==> src/core/charge_ctl_pkg.sv <==
// Constants and types shared by the charge control state machine.
package charge_ctl_pkg;
  localparam int unsigned clk_mhz = 125;
  // Current command in percent of the programmed fast-charge current.
  localparam logic [6:0] pct_off = 7'h00;
  localparam logic [6:0] pct_precharge = 7'h14;
  localparam logic [6:0] pct_step1 = 7'h14;
  localparam logic [6:0] pct_step2 = 7'h3C;
  localparam logic [6:0] pct_full = 7'h64;
  localparam logic [6:0] pct_terminate = 7'h0A;
  // Timing figures in microseconds, as printed.
  localparam int unsigned term_window_min_us = 300;
  localparam int unsigned term_window_max_us = 550;
  localparam int unsigned full_status_us = 750;
  localparam int unsigned supply_filter_us = 100;
  localparam int unsigned soft_step_us = 100;
  // Derived cycle counts; whole microseconds times whole megahertz, so no count is rounded.
  localparam int unsigned term_window_min_cyc = term_window_min_us * clk_mhz;
  localparam int unsigned term_window_max_cyc = term_window_max_us * clk_mhz;
  localparam int unsigned full_status_cyc = full_status_us * clk_mhz;
  localparam int unsigned supply_filter_cyc = supply_filter_us * clk_mhz;
  localparam int unsigned soft_step_cyc = soft_step_us * clk_mhz;
  // Tri-level enable/mode input, coded by two comparator bits.
  typedef enum logic [1:0] {
    mode_float = 2'h0,
    mode_monitor = 2'h1,
    mode_disabled = 2'h2
  } enable_mode_t;
  typedef enum {
    st_idle,
    st_precharge,
    st_cc_step1,
    st_cc_step2,
    st_cc_full,
    st_cv,
    st_float,
    st_monitor
  } charge_state_t;
endpackage

==> src/core/liion_charge_control_fsm.sv <==
// Control state machine of a single-cell lithium-ion linear charger.
//
// Functional notes
// - New supply starts cycle, asserts status low.
// - Below pre-charge threshold: 20% current.
// - Pre-charge threshold 2.9V, entered automatically.
// - Fast-charge soft-starts 20%, 60%, 100%.
// - Constant current only between thresholds.
// - At 4.2V switch to voltage regulation.
// - Current under 10% terminates, releases status.
// - Termination counts peak load over window.
// - Mode selects float-charge or monitor after termination.
// - Monitor until 100mV drop, then recharge.
// - Recharge cycles leave status output released.
// - Host may force a recharge cycle.
// - Glitch filter on supply valid indication.
// - Enable input: low float, mid monitor, high off.
// - Leaving disabled range starts cycle, asserts status.
// - Already full at start: status 750us pulse.
`timescale 1ns/10ps
module liion_charge_control_fsm #(
  parameter int unsigned term_window_cycles = charge_ctl_pkg::term_window_min_cyc,
  parameter int unsigned full_status_cycles = charge_ctl_pkg::full_status_cyc,
  parameter int unsigned supply_filter_cycles = charge_ctl_pkg::supply_filter_cyc,
  parameter int unsigned soft_step_cycles = charge_ctl_pkg::soft_step_cyc
) (
  input wire logic clk,
  input wire logic reset,
  input wire logic supply_valid,
  input wire logic above_precharge,
  input wire logic at_full_charge,
  input wire logic below_recharge,
  input wire logic battery_below_term,
  input wire logic load_below_term,
  input wire logic [1:0] enable_mode_select,
  output logic [6:0] current_command_pct,
  output logic voltage_regulation,
  output logic output_enable,
  output logic charge_status_n_oe,
  output logic charge_status_n_out,
  output logic [2:0] charge_state
);

  localparam int unsigned nflags = 8;
  // Idle value of the flags: every comparator low and the mode code in the
  // disabled range, so that no false mode edge follows reset.
  localparam logic [nflags-1:0] flag_idle = 8'h80;

  // Three-stage synchronisers; a change counts once stages two and three agree.
  // Agreement is checked per bit, so a two-bit mode code may pass through a
  // neighbouring code for one clock while it changes; idle ignores such a blip.
  logic [nflags-1:0] raw;
  logic [nflags-1:0] sync1_reg;
  logic [nflags-1:0] sync2_reg;
  logic [nflags-1:0] sync3_reg;
  logic [nflags-1:0] flag_reg;

  assign raw = {enable_mode_select, load_below_term, battery_below_term, below_recharge,
                at_full_charge, above_precharge, supply_valid};

  always_ff @(posedge clk) begin
    if (reset) begin
      sync1_reg <= flag_idle;
      sync2_reg <= flag_idle;
      sync3_reg <= flag_idle;
      flag_reg <= flag_idle;
    end else begin
      sync1_reg <= raw;
      sync2_reg <= sync1_reg;
      sync3_reg <= sync2_reg;
      for (int i = 0; i < nflags; i++) begin
        if (sync2_reg[i] == sync3_reg[i]) begin
          flag_reg[i] <= sync3_reg[i];
        end
      end
    end
  end

  // Synchronised comparator flags, named for what the state machine asks of them.
  logic supply_raw;
  logic pre_ok;
  logic full_v;
  logic recharge_drop;
  logic bat_low_i;
  logic load_low_i;
  logic [1:0] mode_bits;
  assign supply_raw = flag_reg[0];
  assign pre_ok = flag_reg[1];
  assign full_v = flag_reg[2];
  assign recharge_drop = flag_reg[3];
  assign bat_low_i = flag_reg[4];
  assign load_low_i = flag_reg[5];
  assign mode_bits = flag_reg[7:6];

  // Decoded mode; the unused code reads as disabled so a fault never charges.
  logic mode_float_sel;
  logic mode_monitor_sel;
  logic mode_off;
  assign mode_float_sel = mode_bits == charge_ctl_pkg::mode_float;
  assign mode_monitor_sel = mode_bits == charge_ctl_pkg::mode_monitor;
  assign mode_off = !(mode_float_sel || mode_monitor_sel);

  // Supply must stay valid for the whole filter time before it is accepted.
  // Any dropout restarts the count, so a supply ringing across the lockout
  // threshold is accepted only after it has been quiet for the whole time.
  logic [$clog2(supply_filter_cycles+1)-1:0] filt_cnt_reg;
  logic supply_ok_reg;
  always_ff @(posedge clk) begin
    if (reset) begin
      filt_cnt_reg <= '0;
      supply_ok_reg <= 1'b0;
    end else if (!supply_raw) begin
      filt_cnt_reg <= '0;
      supply_ok_reg <= 1'b0;
    end else if (filt_cnt_reg == ($clog2(supply_filter_cycles+1))'(supply_filter_cycles)) begin
      supply_ok_reg <= 1'b1;
    end else begin
      filt_cnt_reg <= filt_cnt_reg + 1'b1;
    end
  end

  // The load-below flag must hold high for the full look-back window, so the peak
  // load over that window stays below the termination threshold.
  // The short end of the window is used: termination comes sooner, at the
  // cost of forgetting a load burst sooner.
  logic [$clog2(term_window_cycles+1)-1:0] load_cnt_reg;
  logic load_quiet;
  always_ff @(posedge clk) begin
    if (reset || !load_low_i) begin
      load_cnt_reg <= '0;
    end else if (!load_quiet) begin
      load_cnt_reg <= load_cnt_reg + 1'b1;
    end
  end
  assign load_quiet = load_cnt_reg == ($clog2(term_window_cycles+1))'(term_window_cycles);

  logic terminate;
  assign terminate = bat_low_i && load_quiet;

  // Edge detect of session start: supply acceptance or leaving disabled range.
  // Edges, not levels, so a recharge or a return from float is never a new session.
  logic enabled;
  logic enabled_d_reg;
  logic float_d_reg;
  assign enabled = supply_ok_reg && !mode_off;
  always_ff @(posedge clk) begin
    if (reset) begin
      enabled_d_reg <= 1'b0;
      float_d_reg <= 1'b0;
    end else begin
      enabled_d_reg <= enabled;
      float_d_reg <= mode_float_sel;
    end
  end
  logic start_cycle;
  assign start_cycle = enabled && !enabled_d_reg;

  // Only the edge into the low range is seen; holding it long enough for the
  // recharge to take is left to the host.
  logic force_req;
  assign force_req = mode_float_sel && !float_d_reg;

  charge_ctl_pkg::charge_state_t state_reg;
  charge_ctl_pkg::charge_state_t state_next;
  logic [$clog2(soft_step_cycles+1)-1:0] step_cnt_reg;
  logic step_done;
  assign step_done = step_cnt_reg == ($clog2(soft_step_cycles+1))'(soft_step_cycles);

  // Supply loss or the disabled range overrides every transition below, so no
  // charging state outlives the session that started it.
  always_comb begin
    state_next = state_reg;
    case (state_reg)
      charge_ctl_pkg::st_idle: begin
        if (start_cycle) begin
          if (!pre_ok) state_next = charge_ctl_pkg::st_precharge;
          else if (full_v) state_next = charge_ctl_pkg::st_cv;
          else state_next = charge_ctl_pkg::st_cc_step1;
        end
      end
      charge_ctl_pkg::st_precharge: begin
        if (pre_ok) state_next = charge_ctl_pkg::st_cc_step1;
      end
      charge_ctl_pkg::st_cc_step1: begin
        // A battery sagging below the pre-charge threshold falls back to 20%.
        if (!pre_ok) state_next = charge_ctl_pkg::st_precharge;
        else if (full_v) state_next = charge_ctl_pkg::st_cv;
        else if (step_done) state_next = charge_ctl_pkg::st_cc_step2;
      end
      charge_ctl_pkg::st_cc_step2: begin
        if (!pre_ok) state_next = charge_ctl_pkg::st_precharge;
        else if (full_v) state_next = charge_ctl_pkg::st_cv;
        else if (step_done) state_next = charge_ctl_pkg::st_cc_full;
      end
      charge_ctl_pkg::st_cc_full: begin
        if (!pre_ok) state_next = charge_ctl_pkg::st_precharge;
        else if (full_v) state_next = charge_ctl_pkg::st_cv;
      end
      charge_ctl_pkg::st_cv: begin
        if (terminate) begin
          if (mode_float_sel) state_next = charge_ctl_pkg::st_float;
          else state_next = charge_ctl_pkg::st_monitor;
        end
      end
      charge_ctl_pkg::st_float: begin
        // Moving to mid range lets a forced recharge terminate again.
        if (mode_monitor_sel) state_next = charge_ctl_pkg::st_cv;
      end
      charge_ctl_pkg::st_monitor: begin
        // A sag to the recharge level wins over a forced recharge, since the full
        // soft-started sequence is the gentler way back to charging.
        if (recharge_drop) state_next = charge_ctl_pkg::st_cc_step1;
        else if (force_req) state_next = charge_ctl_pkg::st_cv;
      end
      default: state_next = charge_ctl_pkg::st_idle;
    endcase
    if (!enabled) state_next = charge_ctl_pkg::st_idle;
  end

  always_ff @(posedge clk) begin
    if (reset) begin
      state_reg <= charge_ctl_pkg::st_idle;
    end else begin
      state_reg <= state_next;
    end
  end

  // Restarts on every state change, so each soft-start step lasts
  // soft_step_cycles + 1 clocks.
  always_ff @(posedge clk) begin
    if (reset || state_next != state_reg) begin
      step_cnt_reg <= '0;
    end else if (!step_done) begin
      step_cnt_reg <= step_cnt_reg + 1'b1;
    end
  end

  // Status output: asserted only for cycles started by supply or enable.
  // Recharges never set it, so it stays released across them.
  logic status_reg;
  logic [$clog2(full_status_cycles+1)-1:0] full_cnt_reg;
  logic full_pulse_reg;
  always_ff @(posedge clk) begin
    if (reset || !enabled) begin
      status_reg <= 1'b0;
      full_pulse_reg <= 1'b0;
      full_cnt_reg <= '0;
    end else if (start_cycle) begin
      status_reg <= 1'b1;
      full_pulse_reg <= pre_ok && full_v;
      full_cnt_reg <= '0;
    end else if (state_reg == charge_ctl_pkg::st_cv && terminate) begin
      // Termination wins over the already-full pulse, so a session that ends
      // during the pulse still leaves the pin released.
      status_reg <= 1'b0;
      full_pulse_reg <= 1'b0;
    end else if (full_pulse_reg) begin
      if (full_cnt_reg == ($clog2(full_status_cycles+1))'(full_status_cycles)) begin
        status_reg <= 1'b0;
        full_pulse_reg <= 1'b0;
      end else begin
        full_cnt_reg <= full_cnt_reg + 1'b1;
      end
    end
  end

  // Outputs registered from next state so they track the state without lag.
  // This keeps every output of this block a flip-flop while matching charge_state exactly.
  always_ff @(posedge clk) begin
    if (reset) begin
      current_command_pct <= charge_ctl_pkg::pct_off;
      voltage_regulation <= 1'b0;
      output_enable <= 1'b0;
      charge_state <= 3'h0;
    end else begin
      charge_state <= 3'(state_next);
      voltage_regulation <= state_next == charge_ctl_pkg::st_cv ||
                            state_next == charge_ctl_pkg::st_float;
      output_enable <= !(state_next == charge_ctl_pkg::st_idle ||
                         state_next == charge_ctl_pkg::st_monitor);
      case (state_next)
        charge_ctl_pkg::st_precharge: current_command_pct <= charge_ctl_pkg::pct_precharge;
        charge_ctl_pkg::st_cc_step1: current_command_pct <= charge_ctl_pkg::pct_step1;
        charge_ctl_pkg::st_cc_step2: current_command_pct <= charge_ctl_pkg::pct_step2;
        charge_ctl_pkg::st_cc_full: current_command_pct <= charge_ctl_pkg::pct_full;
        // In voltage regulation the full value is only a ceiling; the voltage loop
        // sets the current actually drawn.
        charge_ctl_pkg::st_cv: current_command_pct <= charge_ctl_pkg::pct_full;
        charge_ctl_pkg::st_float: current_command_pct <= charge_ctl_pkg::pct_full;
        default: current_command_pct <= charge_ctl_pkg::pct_off;
      endcase
    end
  end

  // Open drain: the pin is only ever pulled low.
  // The enable is high while the pin is pulled, which asserts the status.
  assign charge_status_n_out = 1'b0;
  assign charge_status_n_oe = status_reg;

endmodule // liion_charge_control_fsm

==> config.mk <==
export PLATFORM = sky130hd
export DESIGN_NAME = liion_charge_control_fsm
export DESIGN_NICKNAME = d
export VERILOG_FILES = /design/src/core/charge_ctl_pkg.sv /design/src/core/liion_charge_control_fsm.sv
export SDC_FILE = /design/constraint.sdc
export NUM_CORES = 1
export LEC_CHECK = 0
export BUFFER_PORTS_ARGS = -buffer_cell sky130_fd_sc_hd__buf_4
export CAP_MARGIN = 20
export CORE_MARGIN = 2
export CORE_UTILIZATION = 55
export CTS_CLUSTER_SIZE = 12
export DETAILED_ROUTE_END_ITERATION = 8
export GPL_ROUTABILITY_DRIVEN = 0
export GPL_TIMING_DRIVEN = 0
export PLACE_DENSITY = 0.7
export SYNTH_ARGS = -nofsm -noshare
export SYNTH_HDL_FRONTEND = slang
export SYNTH_SLANG_ARGS = --single-unit
==> constraint.sdc <==
create_clock -name clk -period 5.2 [get_ports clk]
set_input_delay 0.52 -clock clk [delete_from_list [all_inputs] [get_ports clk]]
set_output_delay 0.52 -clock clk [all_outputs]
set_load 0.02 [all_outputs]
# ---- Word-level counts from Yosys, hierarchy flattened
# Cells that the tools add are included.
dict set report op_classes {
  eq_ne 31
  reduce_logical 28
  mux 28
  add_sub_neg 4
  bitwise 3
}
# operator n
set ops {}
lappend ops {{$mux W32} 15}
lappend ops {{$pmux W32 S8} 1}
lappend ops {{$eq A32 B3 Y1 const B} 7}
lappend ops {{$eq A32 B2 Y1 const B} 4}
lappend ops {{$eq A32 B4 Y1 const B} 4}
lappend ops {{$eq A32 B1 Y1 const B} 2}
lappend ops {{$logic_not A32 Y1} 2}
lappend ops {{$ne A32 B32 Y1} 1}
lappend ops {{$add A14 B1 Y14 const B} 2}
lappend ops {{$eq A14 B14 Y1 const B} 2}
lappend ops {{$pmux W7 S3} 1}
lappend ops {{$add A17 B1 Y17 const B} 1}
lappend ops {{$eq A17 B17 Y1 const B} 1}
lappend ops {{$add A16 B1 Y16 const B} 1}
lappend ops {{$eq A16 B16 Y1 const B} 1}
lappend ops {{$mux W1} 9}
lappend ops {{$eq A1 B1 Y1} 8}
lappend ops {{$logic_and A1 B1 Y1} 6}
lappend ops {{$logic_or A1 B1 Y1} 6}
lappend ops {{$mux W3} 2}
lappend ops {{$reduce_bool A3 Y1} 2}
lappend ops {{$reduce_or A2 Y1} 3}
lappend ops {{$logic_not A1 Y1} 5}
lappend ops {{$not A1 Y1} 3}
lappend ops {{5 further kinds} 5}
dict set report totals {
  word_cells 119
  inputBits 10
  ff_bits 142
}

# ---- Longest topological paths before layout
# Gate-level depths: netlist (run 1).
dict set report depth {
  depth_word 10
  mapped_depth 12
  mapped_depth_nobuf 9
}

# ---- Worst setup path after synthesis (run 1)
# No wires, ideal clock.
dict set report synth_path {
  kind {reg2reg}
  startpoint {reg step_cnt_reg[0]}
  endpoint {reg step_cnt_reg[10]}
  t_arrival_ns 2.149
  slack_ns 2.978
  t_required_ns 5.127
  path_stages_with_launch 13
  setup_ns 0.073
  path_buffers 3
  cell_sequence {dfxtp_1 > clkbuf_1 > inv_1 > ha_1 > and4_1 > nand4_4 > o21ai_1 > and4_1 > buf_4 > and3b_4 > nor2_4 > buf_6 > nor3_2}
}
dict set report synth_between {
  elab_chain_cells 8
  word_cells_on_any_way 12
  cone_classes {1 x add/sub; 2 x eq/ne; 8 x mux; 1 x reduce/logical}
}
# item line
set synth_rtl {}
lappend synth_rtl {{from (decl)} liion_charge_control_fsm.sv:165} ;# logic [$clog2(soft_step_cycles+1)-1:0] step_cnt_reg;
lappend synth_rtl {{from (signal assigned)} liion_charge_control_fsm.sv:234} ;# step_cnt_reg <= step_cnt_reg + 1'b1;
lappend synth_rtl {{$eq A14 B14 Y1} liion_charge_control_fsm.sv:167} ;# assign step_done = step_cnt_reg == ($clog2(soft_step_cycles+1))'(soft_step_cycles);
lappend synth_rtl {{$mux W32 (on tied branches)} {liion_charge_control_fsm.sv:193, liion_charge_control_fsm.sv:188}}
lappend synth_rtl {{$mux W32 (on tied branches)} {liion_charge_control_fsm.sv:192, liion_charge_control_fsm.sv:187}}
lappend synth_rtl {{$mux W32 (on tied branches)} {liion_charge_control_fsm.sv:191, liion_charge_control_fsm.sv:186}}
lappend synth_rtl {{$pmux W32 S8} liion_charge_control_fsm.sv:173} ;# case (state_reg)
lappend synth_rtl {{$mux W32} liion_charge_control_fsm.sv:217} ;# if (!enabled) state_next = charge_ctl_pkg::st_idle;
lappend synth_rtl {{$ne A32 B32 Y1} liion_charge_control_fsm.sv:231} ;# if (reset || state_next != state_reg) begin
lappend synth_rtl {{$logic_or A1 B1 Y1} liion_charge_control_fsm.sv:231}
# Several ways; a longest one is shown, not always the timed one.
# A chain may end at the register's enable or synchronous reset.

# ---- Worst setup path after layout (run 1)
dict set report layout_path {
  startpoint {reg step_cnt_reg[0]}
  endpoint {reg output_enable}
}
dict set report layout_between {
  elab_chain_cells 9
  word_cells_on_any_way 13
  cone_classes {2 x eq/ne; 8 x mux; 3 x reduce/logical}
}
# item line
set layout_rtl {}
lappend layout_rtl {{$eq A14 B14 Y1 (*)} liion_charge_control_fsm.sv:167}
lappend layout_rtl {{$mux W32 (on tied branches)} {liion_charge_control_fsm.sv:193, liion_charge_control_fsm.sv:188}}
lappend layout_rtl {{$mux W32 (on tied branches)} {liion_charge_control_fsm.sv:192, liion_charge_control_fsm.sv:187}}
lappend layout_rtl {{$mux W32 (on tied branches)} {liion_charge_control_fsm.sv:191, liion_charge_control_fsm.sv:186}}
lappend layout_rtl {{$pmux W32 S8 (*)} liion_charge_control_fsm.sv:173}
lappend layout_rtl {{$mux W32 (*)} liion_charge_control_fsm.sv:217}
lappend layout_rtl {{$eq A32 B4 Y1 or $logic_not A32 Y1 (tied branches)} {liion_charge_control_fsm.sv:280, liion_charge_control_fsm.sv:279}}
lappend layout_rtl {{$logic_or A1 B1 Y1 (*)} liion_charge_control_fsm.sv:279} ;# output_enable <= !(state_next == charge_ctl_pkg::st_idle ||
lappend layout_rtl {{$logic_not A1 Y1 (*)} liion_charge_control_fsm.sv:279}
lappend layout_rtl {{to (signal assigned)} liion_charge_control_fsm.sv:279}
lappend layout_rtl {{to (decl)} liion_charge_control_fsm.sv:38} ;# output logic output_enable,
# Every way passes the cells marked *; elsewhere a longest branch is shown, timed or not.

==> flow_metrics.tcl, run 1 <==
set metrics [dict create \
    status "finished clean" \
    r2r_cells 11 \
    critical_path_class "reg -> reg" \
    placed_area_um2 5957 \
    holdBufCountCts 0 \
    power.density_nw_per_um2 343.1 \
    yosysWarnings 0 \
    synthesis.area_um2 5524 \
    fmax_ghz 0.3969 \
    wl_um 9849 \
    io_buffers 20 \
    synth.top_cell.area_share_pct 49.65 \
    drc_errors 0 \
    slew_viol_final 0 \
    vdd_drop_max_mv 0.2740 \
    wire_per_inst_um 12.39 \
    muxShareOfSynthArea_pct 0.3624 \
    power_mw 2.240 \
    rsz0062_at_grt "false" \
    final.fill_count 804 \
    grt-ovfl-total 0 \
    largest_register_ffs 32 \
    synth_compound_area_share_pct 7.565 \
    cts-resized-gates 0 \
    finalNetCount 668 \
    synth.distinct_cells 60 \
    die_x_um 104.2 \
    insertion_delay_ps 510 \
    clk_pin_slew_ps 60 \
    synth_flop_cell "dfxtp_1" \
    diodes 0 \
    ctsRootBufferMaster "clkbuf_8" \
    antenna_found_initial 0 \
    viasPerCell 5.094 \
    die_area_um2 10860 \
    cts_made_buffers 17 \
    hp-class "in -> reg" \
    drive_gt1_share_pct 15.41 \
    cts_tree "built" \
    synth_xor_xnor_area_share_pct 8.086 \
    coreArea_um2 9774 \
    grt_pass1_vias 3961 \
    synthCells 580 \
    grt_max_degree 17 \
    synthAdderAreaFrac_pct 1.812 \
    post-route-period-util_pct 48.45 \
    synth-async-reset-ratio_pct 0 \
    dp_hpwl_um 6997 \
    cts.sinks 137 \
    rows 36 \
    crit_fanout 8 \
    worstPathArrival_ps 2910 \
    grt_pass1_wl_um 17680 \
    cap_viol_max_count 0 \
    ios 24 \
    yosysTopAreaCell "dfxtp_1" \
    fin_hold_ws_ps 186.6 \
    postSynthAreaPerCell_um2 9.524 \
    synth-simple-area-share_pct 28.65 \
    fin_area_um2 6530 \
    required_ps 5590 \
    postLayoutCoreUtil_pct 66.81 \
    ys_seq_area_share_pct 49.65 \
    synth-seq-cells 137 \
    setup_violations 0 \
    clockBufferDepth 2 \
    tns_ps 0 \
    post_cts_buffers 0 \
    leakage_nw 2.261 \
    hold_violations 0 \
    synth_top_family_by_area "simple AND/OR/NAND/NOR gates" \
    initial_core_util_pct 56.52 \
    first_iter_violations 250 \
    grt_usage_pct 19.93 \
    hold_depth 2 \
    slew_headroom_pct 53.35 \
    dr.pass1.iters 4 \
    end_kind "register" \
    area_growth_pct 18.21 \
    period_needed_ps 2520 \
    critPathLaunchType "register" \
    synth_edf_count 0 \
    dr_total_vias 4050 \
    die_h_um 104.2 \
    ant_nets 0 \
    synth_area_leaders "dfxtp_1 50%, xor2_1 5.4%, nor2_1 5.1%, nor2b_1 3.1%, nand3_1 2.8%" \
    worstMarginPinSlew_ps 698.5 \
    h-tree-depth 4 \
    fin_worst_skew_ps 6.843 \
]
path summary, 6_finish.rpt:
kind	from	to	slack (ps)
min	enable_mode_select[1]	sync1_reg[7]	190
min reg2reg	sync1_reg[7]	sync2_reg[7]	420
max reg2reg	step_cnt_reg[0]	output_enable	2680
max	step_cnt_reg[0]	output_enable	2680
metrics by stage:
step           std cells  worst slack [ps]
6_report             795              2680
5_1_grt              795              2470
4_1_cts              795              2686
3_5_place_dp         764              2707
3_3_place_gp         764              2720
2_1_floorplan        611              2978
per-layer routing:
metal / vias to the layer above / track usage [%] / wire length [µm] / share of wire, %
met5: - / 0 / 0 / 0
met4: 0 / 8.205 / 146 / 1.5
met3: 13 / 5.263 / 284 / 2.9
met2: 53 / 33.98 / 4910 / 50
met1: 1879 / 23.84 / 4508 / 46
li1: 2105 / - / - / -
logic make-up after synthesis:
kind of cell,after synthesis
mux,2
buf+inv,39
simple gates,281
fa+ha+maj,8
compound gates,61
other cells,1
xor+xnor,51
flops,137
layout by cell type (no fill, tap or decap), drive strengths merged, types with 3 or more instances in the layout:
master,n
dfxtp,137
a21oi,20
xnor2,17
ha,8
nand4,23
nor3,26
clkbuf,26
inv,15
and4,5
or2,4
and3,8
nand2b,5
nor4b,3
xor2,34
nand2,40
or3,7
nor2b,27
nor4,10
and4bb,3
conb,32
a211oi,3
clkinvlp,3
or3b,3
nand3,31
nor3b,3
o21ai,21
clkinv,5
nor2,77
buf,39
synthesized netlist by cell type (3+ instances only):
cell	count
buf_2	6
and4bb_2	3
nor3_2	12
or2_2	3
clkbuf_1	8
xnor2_1	17
buf_6	3
nor2b_1	27
nand3_1	31
or3_1	7
nand4_1	22
nand2_1	40
nor4_1	9
and3_1	8
a21oi_1	20
dfxtp_1	137
and4_1	5
xor2_1	34
inv_1	11
buf_4	9
ha_1	8
o21ai_0	20
nand2b_1	5
nor2_1	75
nor3b_1	3
nor3_1	14
report_power, final:
group	leakage (nW)	internal [mW]	switching, mW
sequential	1.12	1.07	0.00565
combinational	0.868	0.0132	0.0142
clock	0.274	0.696	0.442
area by class of cell:
class / instances / area, µm² / area share [%]
clock buffer: 18 / 427.9 / 6.553
tap: 133 / 166.4 / 2.548
timing repair buffer: 20 / 150.1 / 2.299
buffer: 27 / 165.2 / 2.529
clock inverter: 13 / 145.1 / 2.223
sequential: 137 / 2743 / 42.00
inverter: 12 / 45.04 / 0.6898
multi-input combinational: 435 / 2688 / 41.16
critical path, stage by stage, from the launching register on:
cell	delay (ps)
dfxtp_1	330
clkbuf_1	290
inv_1	80
ha_1	210
and4_1	240
nand4_4	160
xnor2_1	140
o32a_1	290
and3_1	200
buf_2	170
nand3_1	110
o311a_1	180
Power figures use the tool's default switching activity.
==> inputs of run 2 (changes only) <==
Settings changed: PLACE_DENSITY 0.7 to 0.73.
Clock period 5.2 ns to 2.1 ns, I/O delays scaled along.
==> run 2 against run 1 <==
The run now ends with negative setup slack left. Clock skew up 0.55 ps. Sequential share of layout area down 3.3 points. Critical path depth down 4. Clock-buffer cell count grew 1. Via count increased by 8.5%. Clock power increased by 150%. Utilization increased by 6.5 points. Cell count grew 4.4%. Combinational power rose to 3.1 times the previous value. Worst hold slack better by 52 ps. Highest routed layer unchanged. Die area unchanged. Setup slack worse by 2800 ps.
==> flow_metrics.tcl, run 2 (synthesis results as in run 1) <==
set metrics [dict create \
    tns_ps -1362 \
    io_buffers 20 \
    hold_depth 6 \
    end_kind "register" \
    hold_violations 0 \
    vdd_drop_max_mv 0.7534 \
    hold_start "reset" \
    final_cell_mix "121 x dfxtp_1, 74 x nor2_1, 48 x buf_4" \
    fin_worst_skew_ps 7.397 \
    ios 24 \
    crit_fanout 6 \
    pre_cts_slack_ps -253.2 \
    initial_core_util_pct 56.52 \
    clockBufferDepth 2 \
    diodes 0 \
    status "complete, but fails checks" \
    cap_viol_max_count 0 \
    setup_violations 19 \
    worstPathArrival_ps 2690 \
    clk_pin_slew_ps 60 \
    area_growth_pct 29.69 \
    slew_headroom_pct 49.80 \
    period_needed_ps 2233 \
    drive_gt1_share_pct 25.11 \
    rows 36 \
    ctsRootBufferMaster "clkbuf_8" \
    h-tree-depth 4 \
    setup_ws_ps -132.9 \
    r2r_setup_slack_ps -130 \
    min_to "step_cnt_reg[13]" \
    critical_path_class "reg -> reg" \
    worstMarginPinSlew_ps 747.2 \
    slew_viol_final 0 \
    grt_max_degree 17 \
    die_area_um2 10860 \
    first_iter_violations 216 \
    wl_um 11540 \
    largest_register_ffs 32 \
    cts.sinks 137 \
    grt_pass1_vias 4097 \
    dr.pass1.iters 5 \
    grt_pass1_wl_um 18660 \
    r2r-end "step_cnt_reg[6]" \
    ant_nets 0 \
    insertion_delay_ps 530 \
    grt-ovfl-total 0 \
    rsz0062_at_grt "true" \
    worstReg2RegStart "state_reg[21]" \
    critPathLaunchType "register" \
    grt_usage_pct 21.31 \
    hp-class "in -> reg" \
    fmax_ghz 0.4478 \
    layout_commonest_cell "dfxtp_1" \
    finalNetCount 702 \
    coreArea_um2 9774 \
    post-route-period-util_pct 106.3 \
    required_ps 2560 \
    cts_made_buffers 17 \
    leakage_nw 2.575 \
    cts_tree "built" \
    viasPerCell 5.295 \
    die_x_um 104.2 \
    wire_per_inst_um 13.90 \
    drc_errors 0 \
    violations "negative setup slack" \
    r2r_cells 7 \
    crit_path_start "state_reg[21]" \
    antenna_found_initial 0 \
    die_h_um 104.2 \
    power.density_nw_per_um2 780.2 \
    dp_hpwl_um 7057 \
    dr_total_vias 4395 \
]
run 2: layout make-up:
| cell class | instances | area [µm²] |
|---|---|---|
| Timing Repair Buffer | 58 | 525.5 |
| Sequential cell | 137 | 2773 |
| Clock buffer | 19 | 431.7 |
| Buffer | 23 | 161.4 |
| Clock inverter | 13 | 143.9 |
| Inverter | 12 | 50.05 |
| Tap cell | 133 | 166.4 |
| Multi-Input combinational cell | 435 | 2913 |
| Fill cell | 713 | 2610 |
run 2: critical path, cell delays in order, from the launching register on:
cell and delay (ps):
dfxtp_1 300, or4_4 550, or3_4 470, a221oi_4 330, nor2_4 90, buf_12 140
buf_8 130, nor3_2 160
run 2: repair_timing:
action,in CTS,in global routing
endpoints found under the setup margin,42,49
setup buffers,13,14
pin swaps,20,29
gates cloned,2,1
gates resized for setup,36,45
hold endpoints to repair,8,0
hold buffers,8,0
run 2: routing by layer:
layer,part of all wire (%),track usage [%]
met3,3.4,6.579
met5,0,0
met2,49,34.07
met1,45,26.77
met4,2.3,8.880
run 2: per-stage QoR:
stage | hold WS, ps | power [mW] | utilization, % | cells | instance area, µm²
floorplan | 313.8 | 2.761 | - | 611 | 5672
global placement | 395.7 | 2.784 | 61.26 | 764 | 5988
detailed placement | 396.9 | 2.786 | 61.26 | 764 | 5988
CTS | 185.2 | 5.637 | 70.79 | 819 | 6919
global route | 235.1 | 5.773 | 73.30 | 830 | 7164
finish | 238.9 | 5.590 | 73.30 | 830 | 7164
run 2: worst max path at each step:
stage / endpoint / slack [ps] / cells past startpoint
after floorplan: step_cnt_reg[5] / -20 / 12
after global placement: step_cnt_reg[7] / -200 / 10
after detailed placement: step_cnt_reg[10] / -250 / 11
after CTS: step_cnt_reg[7] / -130 / 10
after global routing: step_cnt_reg[6] / -210 / 8
final: step_cnt_reg[6] / -130 / 7
run 2: power by group:
part	switching (mW)	total [mW]	leakage, nW	internal [mW]
Sequential	0.0175	2.66	1.13	2.64
Clock	1.11	2.84	0.283	1.73
Combinational	0.0396	0.0841	1.17	0.0445
